$ cat src/hdl/tsc_pkg.sv
// constants shared by the temperature sensor register bank
package tsc_pkg;
    localparam int CLK_MHZ = 25;

    // register pointer values
    localparam logic [7:0] ADDR_CONFIG   = 8'h01;
    localparam logic [7:0] ADDR_LOW_LIM  = 8'h02;
    localparam logic [7:0] ADDR_HIGH_LIM = 8'h03;
    localparam logic [7:0] ADDR_IDENT    = 8'h0F;

    // configuration field positions
    localparam int CFG_TRIG_BIT   = 15;
    localparam int CFG_RATE_HI    = 14;
    localparam int CFG_RATE_LO    = 13;
    localparam int CFG_FAULT_HI   = 12;
    localparam int CFG_FAULT_LO   = 11;
    localparam int CFG_SENSE_BIT  = 10;
    localparam int CFG_FUNC_BIT   = 9;
    localparam int CFG_PDOWN_BIT  = 8;

    // values after reset
    localparam logic [15:0] CFG_RST_STD   = 16'h00FF;
    localparam logic [15:0] CFG_RST_RED   = 16'h60A0;
    localparam logic [15:0] LOW_LIM_RST   = 16'h4B00;
    localparam logic [15:0] HIGH_LIM_RST  = 16'h5000;
    localparam logic [1:0]  RATE_FIXED_RED = 2'h3;

    // limit field: 12-bit two's complement in bits 15:4
    localparam int LIM_MSB = 15;
    localparam int LIM_LSB = 4;

    // continuous conversion periods in microseconds
    localparam int RATE0_US    = 27500;
    localparam int RATE1_US    = 55000;
    localparam int RATE2_US    = 110000;
    localparam int RATE3_US    = 220000;
    localparam int RATE_RED_US = 250000;
    localparam int RATE0_CYC    = RATE0_US * CLK_MHZ;
    localparam int RATE1_CYC    = RATE1_US * CLK_MHZ;
    localparam int RATE2_CYC    = RATE2_US * CLK_MHZ;
    localparam int RATE3_CYC    = RATE3_US * CLK_MHZ;
    localparam int RATE_RED_CYC = RATE_RED_US * CLK_MHZ;
    localparam int TIMER_W      = 23;

    // consecutive faults needed per code
    localparam logic [2:0] FAULTS_STD_2 = 3'd3;
    localparam logic [2:0] FAULTS_STD_3 = 3'd4;
    localparam logic [2:0] FAULTS_RED_2 = 3'd4;
    localparam logic [2:0] FAULTS_RED_3 = 3'd6;
endpackage

$ cat src/hdl/tsc_config_regs.sv
// register bank, conversion timing and flag pin of the temperature sensor
// Overview of operation
// - configuration is 16-bit read/write, low byte read-only on the reduced variant, moved most significant byte first
// - configuration resets to 00FFh standard, 60A0h reduced variant
// - writing 1 to bit 15 with bit 8 set in the same write starts one conversion; bit reads 0
// - bits 14:13 pick the continuous period; reduced variant fixed 11, 250 ms
// - bits 12:11 pick consecutive faults needed; reduced codes 10/11 mean 4/6
// - bit 10 sets flag pin sense: 0 active low, 1 active high
// - bit 9 selects comparator mode at 0, interrupt mode at 1
// - bit 8 selects continuous conversion at 0, shutdown at 1
// - single-byte configuration write updates only bits 15-8
// - single-byte configuration read returns only bits 15-8
// - low limit holds 12-bit value in 15:4, resets to 4B00h
// - high limit holds 12-bit value in 15:4, resets to 5000h
// - standard variant has a read-only identification register; reduced lacks it
// - comparator: assert at or above high, release below low, after count
// - interrupt: cleared by read or alert response, then other limit; shutdown clears and goes back to high
module tsc_config_regs #(
    parameter bit          REDUCED      = 1'b0,
    parameter logic [15:0] IDENT_VALUE  = 16'hA500, // arbitrary value
    parameter int          RATE0_CYC    = tsc_pkg::RATE0_CYC,
    parameter int          RATE1_CYC    = tsc_pkg::RATE1_CYC,
    parameter int          RATE2_CYC    = tsc_pkg::RATE2_CYC,
    parameter int          RATE3_CYC    = tsc_pkg::RATE3_CYC,
    parameter int          RATE_RED_CYC = tsc_pkg::RATE_RED_CYC
) (
    input  wire logic        clk,
    input  wire logic        rst_n,
    input  wire logic        wrEn,
    input  wire logic        wrSingle,
    input  wire logic [7:0]  wrAddr,
    input  wire logic [15:0] wrData,
    input  wire logic        rdEn,
    input  wire logic        rdSingle,
    input  wire logic [7:0]  rdAddr,
    input  wire logic        tempValid,
    input  wire logic [11:0] tempValue,
    input  wire logic        alertResp,
    output logic [15:0]      rdData,
    output logic             rdValid,
    output logic             convStart,
    output logic             powerDown,
    output logic             alertPin
);
    localparam logic [15:0] CFG_RST = REDUCED ? tsc_pkg::CFG_RST_RED : tsc_pkg::CFG_RST_STD;
    localparam int          TW      = tsc_pkg::TIMER_W;

    logic [15:0]   cfg_r;
    logic [15:0]   cfg_nxt;
    logic [15:0]   lowLim_r;
    logic [15:0]   lowLim_nxt;
    logic [15:0]   highLim_r;
    logic [15:0]   highLim_nxt;
    logic [15:0]   rdData_r;
    logic [15:0]   rdData_nxt;
    logic          rdValid_r;
    logic          rdValid_nxt;
    logic [TW-1:0] timer_r;
    logic [TW-1:0] timer_nxt;
    logic          convStart_r;
    logic          convStart_nxt;
    logic          alert_r;
    logic          alert_nxt;
    logic          useLow_r;
    logic          useLow_nxt;
    logic          alertPin_r;
    logic          alertPin_nxt;
    logic          filtClr;
    logic          filtCond;
    logic          filtHit;
    logic          cfgWr;
    logic          trigWr;

    // period reload for the selected rate code
    function automatic logic [TW-1:0] periodOf(input logic [1:0] code);
        logic [TW-1:0] p;
        p = TW'(RATE3_CYC);
        if (REDUCED) begin
            p = TW'(RATE_RED_CYC);
        end else begin
            unique case (code)
                2'h0: p = TW'(RATE0_CYC);
                2'h1: p = TW'(RATE1_CYC);
                2'h2: p = TW'(RATE2_CYC);
                2'h3: p = TW'(RATE3_CYC);
            endcase
        end
        return p;
    endfunction

    function automatic logic [2:0] faultsOf(input logic [1:0] code);
        logic [2:0] n;
        n = 3'd1;
        unique case (code)
            2'h0: n = 3'd1;
            2'h1: n = 3'd2;
            2'h2: n = REDUCED ? tsc_pkg::FAULTS_RED_2 : tsc_pkg::FAULTS_STD_2;
            2'h3: n = REDUCED ? tsc_pkg::FAULTS_RED_3 : tsc_pkg::FAULTS_STD_3;
        endcase
        return n;
    endfunction

    // register writes
    always_comb begin
        cfg_nxt     = cfg_r;
        lowLim_nxt  = lowLim_r;
        highLim_nxt = highLim_r;
        cfgWr       = wrEn && (wrAddr == tsc_pkg::ADDR_CONFIG);
        trigWr      = cfgWr && wrData[tsc_pkg::CFG_TRIG_BIT];
        if (cfgWr) begin
            cfg_nxt[15:8] = wrData[15:8];
            if (!wrSingle && !REDUCED) begin
                cfg_nxt[7:0] = wrData[7:0];
            end
            cfg_nxt[tsc_pkg::CFG_TRIG_BIT] = 1'b0;
            if (REDUCED) begin
                cfg_nxt[tsc_pkg::CFG_RATE_HI:tsc_pkg::CFG_RATE_LO] =
                    tsc_pkg::RATE_FIXED_RED;
            end
        end
        if (wrEn && wrAddr == tsc_pkg::ADDR_LOW_LIM) begin
            lowLim_nxt = {wrData[tsc_pkg::LIM_MSB:tsc_pkg::LIM_LSB], 4'h0};
        end
        if (wrEn && wrAddr == tsc_pkg::ADDR_HIGH_LIM) begin
            highLim_nxt = {wrData[tsc_pkg::LIM_MSB:tsc_pkg::LIM_LSB], 4'h0};
        end
        // identification address has no write path
    end

    // register reads, answered one cycle after rdEn
    always_comb begin
        rdValid_nxt = rdEn;
        rdData_nxt  = rdData_r;
        if (rdEn) begin
            unique case (rdAddr)
                tsc_pkg::ADDR_CONFIG: begin
                    rdData_nxt = cfg_r;
                    if (rdSingle) begin
                        rdData_nxt = {cfg_r[15:8], 8'h00};
                    end
                end
                tsc_pkg::ADDR_LOW_LIM:  rdData_nxt = lowLim_r;
                tsc_pkg::ADDR_HIGH_LIM: rdData_nxt = highLim_r;
                tsc_pkg::ADDR_IDENT:    rdData_nxt = REDUCED ? 16'h0000 : IDENT_VALUE;
                default:                rdData_nxt = 16'h0000;
            endcase
        end
    end

    // conversion timing
    always_comb begin
        timer_nxt     = timer_r;
        convStart_nxt = 1'b0;
        if (cfg_r[tsc_pkg::CFG_PDOWN_BIT]) begin
            timer_nxt = '0;
        end else if (timer_r == '0) begin
            convStart_nxt = 1'b1;
            timer_nxt     = periodOf(cfg_r[tsc_pkg::CFG_RATE_HI:tsc_pkg::CFG_RATE_LO]) -
                            TW'(1);
        end else begin
            timer_nxt = timer_r - TW'(1);
        end
        // one-shot needs the same write to ask for shutdown, else the run covers it
        if (trigWr && wrData[tsc_pkg::CFG_PDOWN_BIT]) begin
            convStart_nxt = 1'b1;
        end
    end

    // flag pin logic
    always_comb begin
        logic funcChg;
        logic sdSet;
        logic clrEvt;
        funcChg  = cfgWr && (cfg_nxt[tsc_pkg::CFG_FUNC_BIT] != cfg_r[tsc_pkg::CFG_FUNC_BIT]);
        sdSet    = cfgWr && cfg_nxt[tsc_pkg::CFG_PDOWN_BIT];
        clrEvt   = rdEn || alertResp || sdSet;
        alert_nxt  = alert_r;
        useLow_nxt = useLow_r;
        filtClr    = funcChg;
        // comparator looks at the low limit while asserted
        if (!cfg_r[tsc_pkg::CFG_FUNC_BIT]) begin
            filtCond = alert_r ?
                ($signed(tempValue) < $signed(lowLim_r[15:4])) :
                ($signed(tempValue) >= $signed(highLim_r[15:4]));
        end else begin
            filtCond = useLow_r ?
                ($signed(tempValue) < $signed(lowLim_r[15:4])) :
                ($signed(tempValue) >= $signed(highLim_r[15:4]));
        end
        if (funcChg) begin
            alert_nxt  = 1'b0;
            useLow_nxt = 1'b0;
        end else if (!cfg_r[tsc_pkg::CFG_FUNC_BIT]) begin
            if (filtHit) begin
                alert_nxt = !alert_r;
            end
        end else begin
            if (sdSet) begin
                // shutdown also clears the history
                alert_nxt  = 1'b0;
                useLow_nxt = 1'b0;
                filtClr    = 1'b1;
            end else if (alert_r && clrEvt) begin
                alert_nxt  = 1'b0;
                useLow_nxt = !useLow_r;
                filtClr    = 1'b1;
            end else if (!alert_r && filtHit) begin
                alert_nxt = 1'b1;
            end
        end
        alertPin_nxt = cfg_nxt[tsc_pkg::CFG_SENSE_BIT] ? alert_nxt : !alert_nxt;
    end

    tsc_fault_filter u_filter (
        .clk    (clk),
        .rst_n  (rst_n),
        .clr    (filtClr),
        .sample (tempValid && !alert_r ||
                 tempValid && !cfg_r[tsc_pkg::CFG_FUNC_BIT]),
        .cond   (filtCond),
        .need   (faultsOf(cfg_r[tsc_pkg::CFG_FAULT_HI:tsc_pkg::CFG_FAULT_LO])),
        .hit    (filtHit)
    );

    always_ff @(posedge clk) begin
        if (!rst_n) begin
            cfg_r       <= CFG_RST;
            lowLim_r    <= tsc_pkg::LOW_LIM_RST;
            highLim_r   <= tsc_pkg::HIGH_LIM_RST;
            rdData_r    <= 16'h0000;
            rdValid_r   <= 1'b0;
            timer_r     <= '0;
            convStart_r <= 1'b0;
            alert_r     <= 1'b0;
            useLow_r    <= 1'b0;
            alertPin_r  <= 1'b1;
        end else begin
            cfg_r       <= cfg_nxt;
            lowLim_r    <= lowLim_nxt;
            highLim_r   <= highLim_nxt;
            rdData_r    <= rdData_nxt;
            rdValid_r   <= rdValid_nxt;
            timer_r     <= timer_nxt;
            convStart_r <= convStart_nxt;
            alert_r     <= alert_nxt;
            useLow_r    <= useLow_nxt;
            alertPin_r  <= alertPin_nxt;
        end
    end

    assign rdData    = rdData_r;
    assign rdValid   = rdValid_r;
    assign convStart = convStart_r;
    assign powerDown = cfg_r[tsc_pkg::CFG_PDOWN_BIT];
    assign alertPin  = alertPin_r;
endmodule

$ cat src/hdl/tsc_fault_filter.sv
// consecutive out-of-limit counter for the flag pin
module tsc_fault_filter (
    input  wire logic       clk,
    input  wire logic       rst_n,
    input  wire logic       clr,
    input  wire logic       sample,
    input  wire logic       cond,
    input  wire logic [2:0] need,
    output logic            hit
);
    logic [2:0] cnt_r;
    logic [2:0] cnt_nxt;

    // hit is combinational so the flag moves on the same sample edge
    always_comb begin
        cnt_nxt = cnt_r;
        hit     = 1'b0;
        if (clr) begin
            cnt_nxt = 3'h0;
        end else if (sample) begin
            if (!cond) begin
                cnt_nxt = 3'h0;
            end else if (cnt_r + 3'h1 >= need) begin
                cnt_nxt = 3'h0;
                hit     = 1'b1;
            end else begin
                cnt_nxt = cnt_r + 3'h1;
            end
        end
    end

    always_ff @(posedge clk) begin
        if (!rst_n) begin
            cnt_r <= 3'h0;
        end else begin
            cnt_r <= cnt_nxt;
        end
    end
endmodule

$ cat config.mk
export PLATFORM = sky130hd
export DESIGN_NAME = tsc_config_regs
export DESIGN_NICKNAME = d
export VERILOG_FILES = /design/src/hdl/tsc_pkg.sv /design/src/hdl/tsc_config_regs.sv /design/src/hdl/tsc_fault_filter.sv
export SDC_FILE = /design/constraint.sdc
export NUM_CORES = 1
export LEC_CHECK = 0
export BUFFER_PORTS_ARGS = -buffer_cell sky130_fd_sc_hd__buf_2
export CAP_MARGIN = 20
export CORE_MARGIN = 2
export CORE_UTILIZATION = 45
export CTS_CLUSTER_DIAMETER = 40
export DETAILED_ROUTE_END_ITERATION = 10
export PLACE_DENSITY_LB_ADDON = 0.08
export RECOVER_POWER = 100
export SYNTH_ARGS = -nofsm -noshare
export SYNTH_HDL_FRONTEND = slang
export SYNTH_SLANG_ARGS = --single-unit
$ cat constraint.sdc
create_clock -name clk -period 3 [get_ports clk]
set_input_delay 0.3 -clock clk [delete_from_list [all_inputs] [get_ports clk]]
set_output_delay 0.3 -clock clk [all_outputs]
set_load 0.02 [all_outputs]
# After elaboration in Yosys (flattened, before gate mapping)
# Cells that the tools add are included.
# word_totals
reg_bits	86
inputBits	52
out_inout_bits	20
word_cells	96
# op_classes
add_sub_neg	3
n_lt_le_gt_ge	3
eq_ne	14
mux	34
bitwise_logic	2
n_reduce_logical	27
# op_table
cell	n
case mux 23 bit (4 select lines)	1
two-way mux 23 bit	3
case mux 16 bit (4 select lines)	1
subtractor 23 x 1 -> 23 bit (second input constant)	2
== test 8 x 2 -> 1 bit (second input constant)	4
zero test 23 bit	1
two-way mux 1 bit	23
== test 8 x 1 -> 1 bit (second input constant)	2
two-way mux 8 bit	2
greater-or-equal comparator 12 bit	1
< comparator 12 bit	1
case mux 3 bit (4 select lines)	1
logical AND 1 bit	11
two-way mux 11 bit	1
== test 2 bit (second input constant)	4
== test 8 x 4 -> 1 bit (second input constant)	1
two-way mux 3 bit	2
OR reduction 2 bit	3
== test 2 x 1 -> 1 bit (second input constant)	2
zero test 1 bit	4
zero test 2 bit	2
AND reduction 2 bit	2
adder 3 x 1 -> 3 bit (second input constant)	1
greater-or-equal comparator 3 bit	1
other kinds (4)	7

# Depth between registers and ports, before layout
# Gate-level depths: netlist of the first run.
# logic_depth
word_depth	19
mapped_depth	9
mapped_depth_nobuf	9

# Modules after synthesis
# A second synthesis of the first run with hierarchy kept.
# hier_totals
hier_cells	577
area_unflattened_um2	4783.3
# by_module_without_submodules
mod	n_inst	cells_each	area_per_inst_um2	seq_area_each_um2
tsc_config_regs	1	549	4545.6	1661.6
tsc_fault_filter	1	28	237.7	60.1

# Worst setup path before layout of the first run
# Ideal clock, no wire load.
# synth_timing
kind	reg-to-reg
from	register cfg_r[13]
to	register timer_r[9]
setup_ps	128
t_arrival_ps	2256
required_time_ps	2872
path_slack_ps	616
stages_incl_launch_ff	10
n_path_buf	1
path_cell_list	dfxtp_1 > inv_1 > ha_1 > clkbuf_1 > nor3_1 > nand2_1 > a2111oi_2 > nor4b_1 > xor2_1 > nor2_1
# synth_via
elab_chain_len	6
word_cells_on_any_way	9
cone_classes	add/sub (1); eq/ne (3); mux (4); reduce/logical (1)
# synth_rtl
item	line_no	rtl
start, declared	tsc_config_regs.sv:48	logic [15:0] cfg_r;
start signal, assigned	tsc_config_regs.sv:238	cfg_r <= cfg_nxt;
== test 2 bit (tied with other cells)	tsc_config_regs.sv:81	unique case (code)
case mux 23 bit (4 select lines) (*)	tsc_config_regs.sv:81	
two-way mux 23 bit (*)	tsc_config_regs.sv:156	end else if (timer_r == '0) begin
two-way mux 23 bit (*)	tsc_config_regs.sv:154	if (cfg_r[tsc_pkg::CFG_PDOWN_BIT]) begin
subtractor 23 x 1 -> 23 bit (*)	tsc_config_regs.sv:158	timer_nxt = periodOf(cfg_r[tsc_pkg::CFG_RATE_HI:tsc_pkg::CFG_RATE_LO]) -
two-way mux 23 bit (*)	tsc_config_regs.sv:156	
end signal, assigned	tsc_config_regs.sv:243	timer_r <= timer_nxt;
end, declared	tsc_config_regs.sv:58	logic [TW-1:0] timer_r;
# Mark *: on every way between the ends. The rest lies on a longest branch, timed or not. The select of a mux whose other input is x is not followed.
# A chain may end at the register's enable or synchronous reset.

# Worst setup path after layout of the first run
# layout_timing
from	register timer_r[13]
to	register timer_r[9]
# layout_via
elab_chain_len	2
# layout_rtl
item	line_no
zero test 23 bit	tsc_config_regs.sv:156
two-way mux 23 bit	tsc_config_regs.sv:156
# Every way passes these cells.

==> report_table.html, run 1 <==
<table>
<tr><th>Metric</th><th>Value</th></tr>
<tr><th colspan="2">Layout</th></tr>
<tr><td>Total non-filler cell area in the finished layout</td><td>0.00555 mm^2</td></tr>
<tr><td>Most common cell after layout, fill and taps aside</td><td>sky130_fd_sc_hd__dfxtp_1</td></tr>
<tr><td>Synthesis-to-finish area growth</td><td>13.3%</td></tr>
<tr><td>Post-route insts no fill</td><td>~800</td></tr>
<tr><td>Number of nets in the finished design</td><td>about 740</td></tr>
<tr><td>Final core utilization</td><td>just over 50%</td></tr>
<tr><td>Share of post-route cells with drive strength above 1</td><td>a little over an eighth</td></tr>
<tr><td>Most used cells in the layout excluding fill and tap cells</td><td>sky130_fd_sc_hd__dfxtp_1 (86), sky130_fd_sc_hd__nand2_1 (61), sky130_fd_sc_hd__buf_2 (50)</td></tr>
<tr><td>Number of diodes added for antenna fixing</td><td>0</td></tr>
<tr><th colspan="2">Clock tree</th></tr>
<tr><td>Master cell of the clock root buffer</td><td>sky130_fd_sc_hd__clkbuf_8</td></tr>
<tr><td>Total CTS buffers</td><td>9</td></tr>
<tr><td># resized after CTS</td><td>0</td></tr>
<tr><td>Post-cts hold buffer count</td><td>0</td></tr>
<tr><td>Clock-pin slew reported for the worst setup and hold paths after clock tree synthesis</td><td>roughly 0.09 ns</td></tr>
<tr><td>Clock tree from TritonCTS</td><td>yes</td></tr>
<tr><td>CTS sink cnt</td><td>86</td></tr>
<tr><td># H-tree levels</td><td>3</td></tr>
<tr><td>Maximum clock insertion buffer count</td><td>2</td></tr>
<tr><td>Post-CTS repair timing setup buffer count</td><td>0</td></tr>
<tr><td>Clock latency on the worst-skew pair</td><td>0.37 ns</td></tr>
<tr><th colspan="2">GRT</th></tr>
<tr><td>First-pass GRT wire length</td><td>between 20,000 and 25,000 um</td></tr>
<tr><td>Leftover overflow at the end of global routing</td><td>0</td></tr>
<tr><td>Total routing usage reported by global routing</td><td>around 22%</td></tr>
<tr><td>Vias in the first global route</td><td>slightly above 4k</td></tr>
<tr><td>Number of antenna violations at the first check in global routing</td><td>0</td></tr>
<tr><td>Pin count of the biggest net entering global routing</td><td>54</td></tr>
<tr><th colspan="2">Synthesis</th></tr>
<tr><td>Post-Syn Area per Cell</td><td>around 8.4 um^2</td></tr>
<tr><td>Syn Std Cell Area</td><td>slightly below 0.005 mm^2</td></tr>
<tr><td>Post-synthesis instance total</td><td>about 600</td></tr>
<tr><td>Largest area contributor in the netlist</td><td>sky130_fd_sc_hd__dfxtp_1</td></tr>
<tr><td>Prevailing post-synth register cell</td><td>sky130_fd_sc_hd__dfxtp_1</td></tr>
<tr><td>Post-synth ARST share</td><td>0%</td></tr>
<tr><td>Number of warnings reported in the yosys synthesis log</td><td>0</td></tr>
<tr><td>Count of unique library cells instantiated by Yosys</td><td>62</td></tr>
<tr><td>Top area cells in the synthesized netlist</td><td>sky130_fd_sc_hd__dfxtp_1 (35%), sky130_fd_sc_hd__ha_1 (8.4%), sky130_fd_sc_hd__mux2i_1 (5.1%), sky130_fd_sc_hd__nand2_1 (4.7%), sky130_fd_sc_hd__nor2b_1 (3.8%)</td></tr>
<tr><td>Number of nets produced by synthesis</td><td>between 600 and 700</td></tr>
<tr><td>Sequential cell area fraction in the yosys report</td><td>approximately a third</td></tr>
<tr><td>Number of enable-type register cells in the synthesized netlist</td><td>0</td></tr>
<tr><td>Flops &amp; latches, synth</td><td>between 80 and 90</td></tr>
<tr><td>Area share of the largest cell type after synthesis</td><td>35.2%</td></tr>
<tr><th colspan="2">Die</th></tr>
<tr><td>Top-level I/O count</td><td>72</td></tr>
<tr><td>X dimension of the die</td><td>roughly 110 um</td></tr>
<tr><td>Full die area</td><td>about 0.012 mm^2</td></tr>
<tr><td>Initial core utilization</td><td>a little under half</td></tr>
<tr><td>Std-Cell Rows</td><td>38</td></tr>
<tr><td>Placeable core region</td><td>roughly 0.011 mm^2</td></tr>
<tr><td>Chip height</td><td>about 110 um</td></tr>
<tr><th colspan="2">Timing</th></tr>
<tr><td>Share of the clock period used by the worst path after layout</td><td>92.5%</td></tr>
<tr><td>Count of final hold-check violations</td><td>0</td></tr>
<tr><td>Fmax achieved</td><td>about 0.36 GHz</td></tr>
<tr><td>Worst slack on hold paths</td><td>between 0.1 and 0.15 ns</td></tr>
<tr><td>Worst Setup Slack, final</td><td>about 0.23 ns</td></tr>
<tr><td>Measured slew at the worst slew-check pin</td><td>1.94 ns</td></tr>
<tr><td>Min Tclk post-route</td><td>between 2 and 3 ns</td></tr>
<tr><td>Slew Limit Fails</td><td>54</td></tr>
<tr><td>Skew final</td><td>around 0.012 ns</td></tr>
<tr><td>Relative max-transition margin</td><td>-29.2%</td></tr>
<tr><td>RSZ-0062 raised after global routing</td><td>no</td></tr>
<tr><td>Final setup TNS</td><td>0 ns</td></tr>
<tr><td>Final setup violation count</td><td>0</td></tr>
<tr><th colspan="2">Power</th></tr>
<tr><td>Combinational group share of total power</td><td>30.2%</td></tr>
<tr><td>Total power draw</td><td>~3.2 mW</td></tr>
<tr><td>Switching power</td><td>roughly 1.1 mW</td></tr>
<tr><td>Areal power density over the cells</td><td>approximately 580 mW/mm^2</td></tr>
<tr><td>Clock network fraction of total power</td><td>between 20 and 30%</td></tr>
<tr><td>Register share of total power</td><td>around 43%</td></tr>
<tr><td>Internal power of the cells</td><td>2.08 mW</td></tr>
<tr><td>Sw Ratio</td><td>between 30% and 40%</td></tr>
<tr><td>Leakage</td><td>2.37 nW</td></tr>
<tr><td>Worst IR drop on VDD</td><td>between 0.0003 and 0.0004 V</td></tr>
<tr><th colspan="2">Drt</th></tr>
<tr><td>Routed vias</td><td>4,334</td></tr>
<tr><td>ANT nets after route</td><td>0</td></tr>
<tr><td>Routed wire length</td><td>between 10,000 and 15,000 um</td></tr>
<tr><td>Mean routed wirelength per cell</td><td>between 15 and 20 um</td></tr>
<tr><td>Starting DRT DRC Count</td><td>approximately 210</td></tr>
<tr><td>Routed vias/inst</td><td>5.42</td></tr>
<tr><td>DRC violation count after routing</td><td>0</td></tr>
<tr><td>Number of iterations in the first detailed-routing pass</td><td>7</td></tr>
<tr><th colspan="2">Run</th></tr>
<tr><td>Max-cap viol count</td><td>1</td></tr>
<tr><th colspan="2">Placed design</th></tr>
<tr><td>Post-place setup slack</td><td>between 0.4 and 0.5 ns</td></tr>
<tr><td>Cell total after placement</td><td>a little under 800</td></tr>
<tr><td>Port Buffers</td><td>slightly above 70</td></tr>
<tr><td>Post-DP HPWL</td><td>roughly 9400 um</td></tr>
<tr><td>Final weighted congestion of routability-driven global placement</td><td>0.874</td></tr>
<tr><td>Dpl cell area</td><td>approximately 0.0054 mm^2</td></tr>
<tr><th colspan="2">Setup path</th></tr>
<tr><td>Delay of the slowest cell on the worst path</td><td>~0.58 ns</td></tr>
<tr><td>Cells traversed along the worst timing path</td><td>or4_1, or3_1, nor3_1, clkbuf_2, a2111oi_2, nor4b_1, xor2_1, nor2_1</td></tr>
<tr><td>Maximum net fanout on the critical path</td><td>21</td></tr>
<tr><td>Category of the most critical setup path</td><td>reg2reg</td></tr>
<tr><td>Critical path's top delay family</td><td>simple AND/OR/NAND/NOR gates</td></tr>
<tr><td>Startpoint Class</td><td>register</td></tr>
<tr><td>Data arrival time of the critical path</td><td>3.01 ns</td></tr>
<tr><td>Max stage delay cell, worst path</td><td>sky130_fd_sc_hd__or4_1</td></tr>
<tr><td>Number of buffers and inverters on the critical path</td><td>1</td></tr>
<tr><td>CP endpoint kind</td><td>register</td></tr>
<tr><td>Required arrival time at the worst endpoint</td><td>3.23 ns</td></tr>
<tr><th colspan="2">Status</th></tr>
<tr><td>Result of the run</td><td>finished with violations</td></tr>
<tr><td>Violated checks</td><td>capacitance limit, slew limit</td></tr>
<tr><th colspan="2">Min path</th></tr>
<tr><td>Hold Crit Class</td><td>in2reg</td></tr>
</table>
## tightest hold or removal path, cell delays in order
cell,delay (ns)
sky130_fd_sc_hd__buf_2,0.07
sky130_fd_sc_hd__nand2_1,0.04
sky130_fd_sc_hd__nand3_1,0.06
## worst paths after layout
path                    start          to  slack (ns)  cells after the start
setup reg to reg  timer_r[13]  timer_r[9]        0.23                      8
hold reg to reg      cfg_r[4]    cfg_r[4]        0.47                      2
hold / removal      wrData[2]    cfg_r[2]        0.13                      3
setup / recovery  timer_r[13]  timer_r[9]        0.23                      8
## Yosys cell counts, drive strengths merged (13+ instances only)
cell / number
a21oi: 30
and2: 15
clkbuf: 19
dfxtp: 86
ha: 33
inv: 45
mux2i: 25
nand2: 61
nand2b: 14
nand3: 20
nor2: 35
nor2b: 30
nor3: 13
o21ai: 21
## sequential cells by signal (all words and copies together) (netlist names)
name	cells
convStart	1
rdValid	1
u_filter.cnt_r	3
alertPin	1
timer_r	23
alert_r	1
rdData	16
highLim_r	12
cfg_r	15
lowLim_r	12
useLow_r	1
## logic make-up (layout without fill, tap and decap cells)
| logic type | after synthesis | in the layout | share of synthesized area (%) |
|---|---|---|---|
| adder cells (fa/ha/maj) | 33 | 33 | 8.43 |
| flip-flops | 86 | 86 | 35.2 |
| AO/OA/AOI/OAI | 125 | 125 | 17.4 |
| XOR/XNOR | 13 | 13 | 2.33 |
| buffers and inverters | 70 | 143 | 5.78 |
| AND/OR/NAND/NOR | 229 | 229 | 24.7 |
| multiplexers | 30 | 30 | 6.26 |
## per-layer routing
layer	wire length [um]	track usage, %
met1	5770	29.9
met2	5800	36.3
met3	629	3.86
met5	0	0
met4	230	7.97
## layout make-up
class                   instances  area [um^2]
multi-input cells             430         2880
inverters                      45          169
clock buffers                  10          138
fillers                      1092         5200
well taps                     140          175
flip-flops and latches         86         1720
repair buffers                 82          398
clock inverters                 6         67.6
## power by group through the flow
stage / clock [mW] / combinational [mW] / sequential (mW)
after floorplan: 0 / 0.809 / 1.37
after global placement: 0 / 0.994 / 1.40
after detailed placement: 0 / 1.00 / 1.39
after CTS: 0.884 / 1.01 / 1.37
after global routing: 0.930 / 1.08 / 1.39
final: 0.863 / 0.966 / 1.37
Power figures use the tool's default switching activity.
==> run 2, diff against run 1 <==
--- a/config.mk
+++ b/config.mk
@@ -8,7 +8,7 @@
 export BUFFER_PORTS_ARGS = -buffer_cell sky130_fd_sc_hd__buf_2
 export CAP_MARGIN = 20
 export CORE_MARGIN = 2
-export CORE_UTILIZATION = 45
+export CORE_UTILIZATION = 37
 export CTS_CLUSTER_DIAMETER = 40
 export DETAILED_ROUTE_END_ITERATION = 10
 export PLACE_DENSITY_LB_ADDON = 0.08
==> report_table.html, run 2 (synthesis gave the netlist of run 1 again) <==
<table>
<tr><th>Metric</th><th>Value</th></tr>
<tr><th colspan="2">Layout</th></tr>
<tr><td>Register bank with the most flops</td><td>timer_r (unchanged)</td></tr>
<tr><td>Number of diodes added for antenna fixing</td><td>0 (unchanged)</td></tr>
<tr><td>Total non-filler cell area in the finished layout</td><td>0.00568 mm^2 (was 0.00555 mm^2)</td></tr>
<tr><td>Synthesis-to-finish area growth</td><td>16.0% (was 13.3%)</td></tr>
<tr><td>Share of post-route cells with drive strength above 1</td><td>12.6% (was 13.2%)</td></tr>
<tr><td>Post-route insts no fill</td><td>833 (was 799)</td></tr>
<tr><td>Flip-flop count of the largest register after layout</td><td>23 (unchanged)</td></tr>
<tr><td>Number of nets in the finished design</td><td>738 (was 739)</td></tr>
<tr><td>Most common cell after layout, fill and taps aside</td><td>sky130_fd_sc_hd__dfxtp_1 (unchanged)</td></tr>
<tr><td>Most used cells in the layout excluding fill and tap cells</td><td>sky130_fd_sc_hd__dfxtp_1 (86), sky130_fd_sc_hd__nand2_1 (61), sky130_fd_sc_hd__buf_2 (51) (was sky130_fd_sc_hd__dfxtp_1 (86), sky130_fd_sc_hd__nand2_1 (61), sky130_fd_sc_hd__buf_2 (50))</td></tr>
<tr><th colspan="2">GRT</th></tr>
<tr><td>Vias in the first global route</td><td>4,187 (was 4,107)</td></tr>
<tr><td>Total routing usage reported by global routing</td><td>19.2% (was 22.3%)</td></tr>
<tr><td>Number of antenna violations at the first check in global routing</td><td>0 (unchanged)</td></tr>
<tr><td>First-pass GRT wire length</td><td>21,400 um (was 20,500 um)</td></tr>
<tr><td>Leftover overflow at the end of global routing</td><td>0 (unchanged)</td></tr>
<tr><td>Pin count of the biggest net entering global routing</td><td>63 (was 54)</td></tr>
<tr><th colspan="2">Drt</th></tr>
<tr><td>Routed vias/inst</td><td>5.26 (was 5.42)</td></tr>
<tr><td>Routed wire length</td><td>13,300 um (was 12,400 um)</td></tr>
<tr><td>ANT nets after route</td><td>0 (unchanged)</td></tr>
<tr><td>Routed vias</td><td>4,383 (was 4,334)</td></tr>
<tr><td>DRC violation count after routing</td><td>0 (unchanged)</td></tr>
<tr><td>Mean routed wirelength per cell</td><td>16.0 um (was 15.6 um)</td></tr>
<tr><td>Number of iterations in the first detailed-routing pass</td><td>5 (was 7)</td></tr>
<tr><td>Starting DRT DRC Count</td><td>271 (was 213)</td></tr>
<tr><th colspan="2">Setup path</th></tr>
<tr><td>Category of the most critical setup path</td><td>reg2reg (unchanged)</td></tr>
<tr><td>Worst setup startpoint</td><td>timer_r[13] (unchanged)</td></tr>
<tr><td>Count of cells along the worst register-to-register path</td><td>8 (unchanged)</td></tr>
<tr><td>Setup slack on the worst flop-to-flop path</td><td>0.18 ns (was 0.23 ns)</td></tr>
<tr><td>Startpoint Class</td><td>register (unchanged)</td></tr>
<tr><td>CP endpoint kind</td><td>register (unchanged)</td></tr>
<tr><td>Capture instance of the worst register-to-register path</td><td>timer_r[9] (unchanged)</td></tr>
<tr><td>Critical path capture point</td><td>timer_r[9] (unchanged)</td></tr>
<tr><td>Required arrival time at the worst endpoint</td><td>3.20 ns (was 3.23 ns)</td></tr>
<tr><td>Max stage delay cell, worst path</td><td>sky130_fd_sc_hd__nor3_1 (was sky130_fd_sc_hd__or4_1)</td></tr>
<tr><td>Data arrival time of the critical path</td><td>3.02 ns (was 3.01 ns)</td></tr>
<tr><td>Maximum net fanout on the critical path</td><td>24 (was 21)</td></tr>
<tr><td>Reg2reg start</td><td>timer_r[13] (unchanged)</td></tr>
<tr><td>Cells traversed along the worst timing path</td><td>or4_1, or3_1, nor3_1, buf_12, a2111oi_2, nor4b_1, xor2_1, nor2_1 (was or4_1, or3_1, nor3_1, clkbuf_2, a2111oi_2, nor4b_1, xor2_1, nor2_1)</td></tr>
<tr><td>Delay of the slowest cell on the worst path</td><td>0.63 ns (was 0.58 ns)</td></tr>
<tr><th colspan="2">Power</th></tr>
<tr><td>Total power draw</td><td>3.49 mW (was 3.20 mW)</td></tr>
<tr><td>Leakage</td><td>2.41 nW (was 2.37 nW)</td></tr>
<tr><td>Areal power density over the cells</td><td>614 mW/mm^2 (was 577 mW/mm^2)</td></tr>
<tr><td>Worst IR drop on VDD</td><td>0.000258 V (was 0.000325 V)</td></tr>
<tr><th colspan="2">Timing</th></tr>
<tr><td>Slew Limit Fails</td><td>0 (was 54)</td></tr>
<tr><td>Final setup violation count</td><td>0 (unchanged)</td></tr>
<tr><td>Min Tclk post-route</td><td>2.82 ns (was 2.77 ns)</td></tr>
<tr><td>Skew final</td><td>0.00719 ns (was 0.0116 ns)</td></tr>
<tr><td>Relative max-transition margin</td><td>25.4% (was -29.2%)</td></tr>
<tr><td>Share of the clock period used by the worst path after layout</td><td>94.0% (was 92.5%)</td></tr>
<tr><td>Final setup TNS</td><td>0 ns (unchanged)</td></tr>
<tr><td>RSZ-0062 raised after global routing</td><td>no (unchanged)</td></tr>
<tr><td>Fmax achieved</td><td>0.355 GHz (was 0.360 GHz)</td></tr>
<tr><td>Measured slew at the worst slew-check pin</td><td>1.10 ns (was 1.94 ns)</td></tr>
<tr><td>Worst Setup Slack, final</td><td>0.181 ns (was 0.225 ns)</td></tr>
<tr><td>Count of final hold-check violations</td><td>0 (unchanged)</td></tr>
<tr><th colspan="2">Placed design</th></tr>
<tr><td>Final weighted congestion of routability-driven global placement</td><td>0.792 (was 0.874)</td></tr>
<tr><td>Dpl cell area</td><td>0.00545 mm^2 (was 0.00540 mm^2)</td></tr>
<tr><td>Cell total after placement</td><td>818 (was 783)</td></tr>
<tr><td>Post-DP HPWL</td><td>10,000 um (was 9440 um)</td></tr>
<tr><td>Post-place setup slack</td><td>0.222 ns (was 0.402 ns)</td></tr>
<tr><td>Port Buffers</td><td>71 (unchanged)</td></tr>
<tr><th colspan="2">Clock tree</th></tr>
<tr><td>Total CTS buffers</td><td>9 (unchanged)</td></tr>
<tr><td>Maximum clock insertion buffer count</td><td>2 (unchanged)</td></tr>
<tr><td>Clock-pin slew reported for the worst setup and hold paths after clock tree synthesis</td><td>0.06 ns (was 0.09 ns)</td></tr>
<tr><td>CTS sink cnt</td><td>86 (unchanged)</td></tr>
<tr><td>Clock tree from TritonCTS</td><td>yes (unchanged)</td></tr>
<tr><td>Clock latency on the worst-skew pair</td><td>0.34 ns (was 0.37 ns)</td></tr>
<tr><td>Master cell of the clock root buffer</td><td>sky130_fd_sc_hd__clkbuf_16 (was sky130_fd_sc_hd__clkbuf_8)</td></tr>
<tr><td># H-tree levels</td><td>3 (unchanged)</td></tr>
<tr><td>Post-CTS repair timing setup buffer count</td><td>0 (unchanged)</td></tr>
<tr><th colspan="2">Die</th></tr>
<tr><td>Std-Cell Rows</td><td>42 (was 38)</td></tr>
<tr><td>Full die area</td><td>0.0142 mm^2 (was 0.0117 mm^2)</td></tr>
<tr><td>Top-level I/O count</td><td>72 (unchanged)</td></tr>
<tr><td>X dimension of the die</td><td>119 um (was 108 um)</td></tr>
<tr><td>Placeable core region</td><td>0.0131 mm^2 (was 0.0107 mm^2)</td></tr>
<tr><td>Chip height</td><td>119 um (was 108 um)</td></tr>
<tr><td>Initial core utilization</td><td>37.4% (was 45.6%)</td></tr>
<tr><th colspan="2">Run</th></tr>
<tr><td>Max-cap viol count</td><td>0 (was 1)</td></tr>
<tr><th colspan="2">Status</th></tr>
<tr><td>Result of the run</td><td>completed (was finished with violations)</td></tr>
<tr><th colspan="2">Min path</th></tr>
<tr><td>Worst hold start</td><td>wrData[3] (was wrData[2])</td></tr>
<tr><td>Hold Crit Class</td><td>in2reg (unchanged)</td></tr>
</table>
## run 2: where the power goes
part	internal (mW)	switching, mW
clock network	0.665	0.470
registers	1.26	0.111
logic	0.423	0.559
## run 2: how the worst min path moves through the flow
stage / cells past startpoint / to / slack [ns]
floorplan: 2 / cfg_r[7] / 0.42
global placement: 1 / timer_r[0] / 0.45
detailed placement: 1 / timer_r[0] / 0.46
CTS: 3 / cfg_r[3] / 0.16
global route: 3 / cfg_r[1] / 0.17
finish: 3 / cfg_r[3] / 0.16
## run 2: final cells by class
| type | instances | area, um^2 |
|---|---|---|
| Clock buffer | 10 | 239 |
| Clock inverter | 5 | 60.1 |
| Fill cell | 1363 | 7400 |
| Inverter | 45 | 169 |
| Multi-Input combinational cell | 430 | 2870 |
| Sequential cell | 86 | 1720 |
| Tap cell | 176 | 220 |
| Timing Repair Buffer | 81 | 399 |
## run 2: worst max-delay path: cells and delay by family (launching register included)
kind / cells / cell delay [ns]
flip-flops: 1 / 0.34
XOR/XNOR: 1 / 0.15
AND/OR/NAND/NOR: 5 / 1.81
buffers and inverters: 1 / 0.25
AO/OA/AOI/OAI: 1 / 0.11
## run 2: layer usage
metal | GRT usage (%) | wire length (um) | vias to the layer above
met1 | 25.7 | 6520 | 2076
met5 | 0 | 0 | -
met2 | 31.5 | 6140 | 101
met3 | 4.79 | 524 | 10
li1 | - | - | 2196
met4 | 3.65 | 137 | 0
## run 2: timing repair
item	in CTS	in global routing
resized for setup	0	1
endpoints found under the setup margin	0	1
hold buffers	0	0
## run 2: through the flow
step,hold slack (ns),utilization (%)
after global placement,0.446,41.6
after CTS,0.155,43.9
after detailed placement,0.458,41.6
after floorplan,0.424,-
after global routing,0.172,43.4
final,0.163,43.4
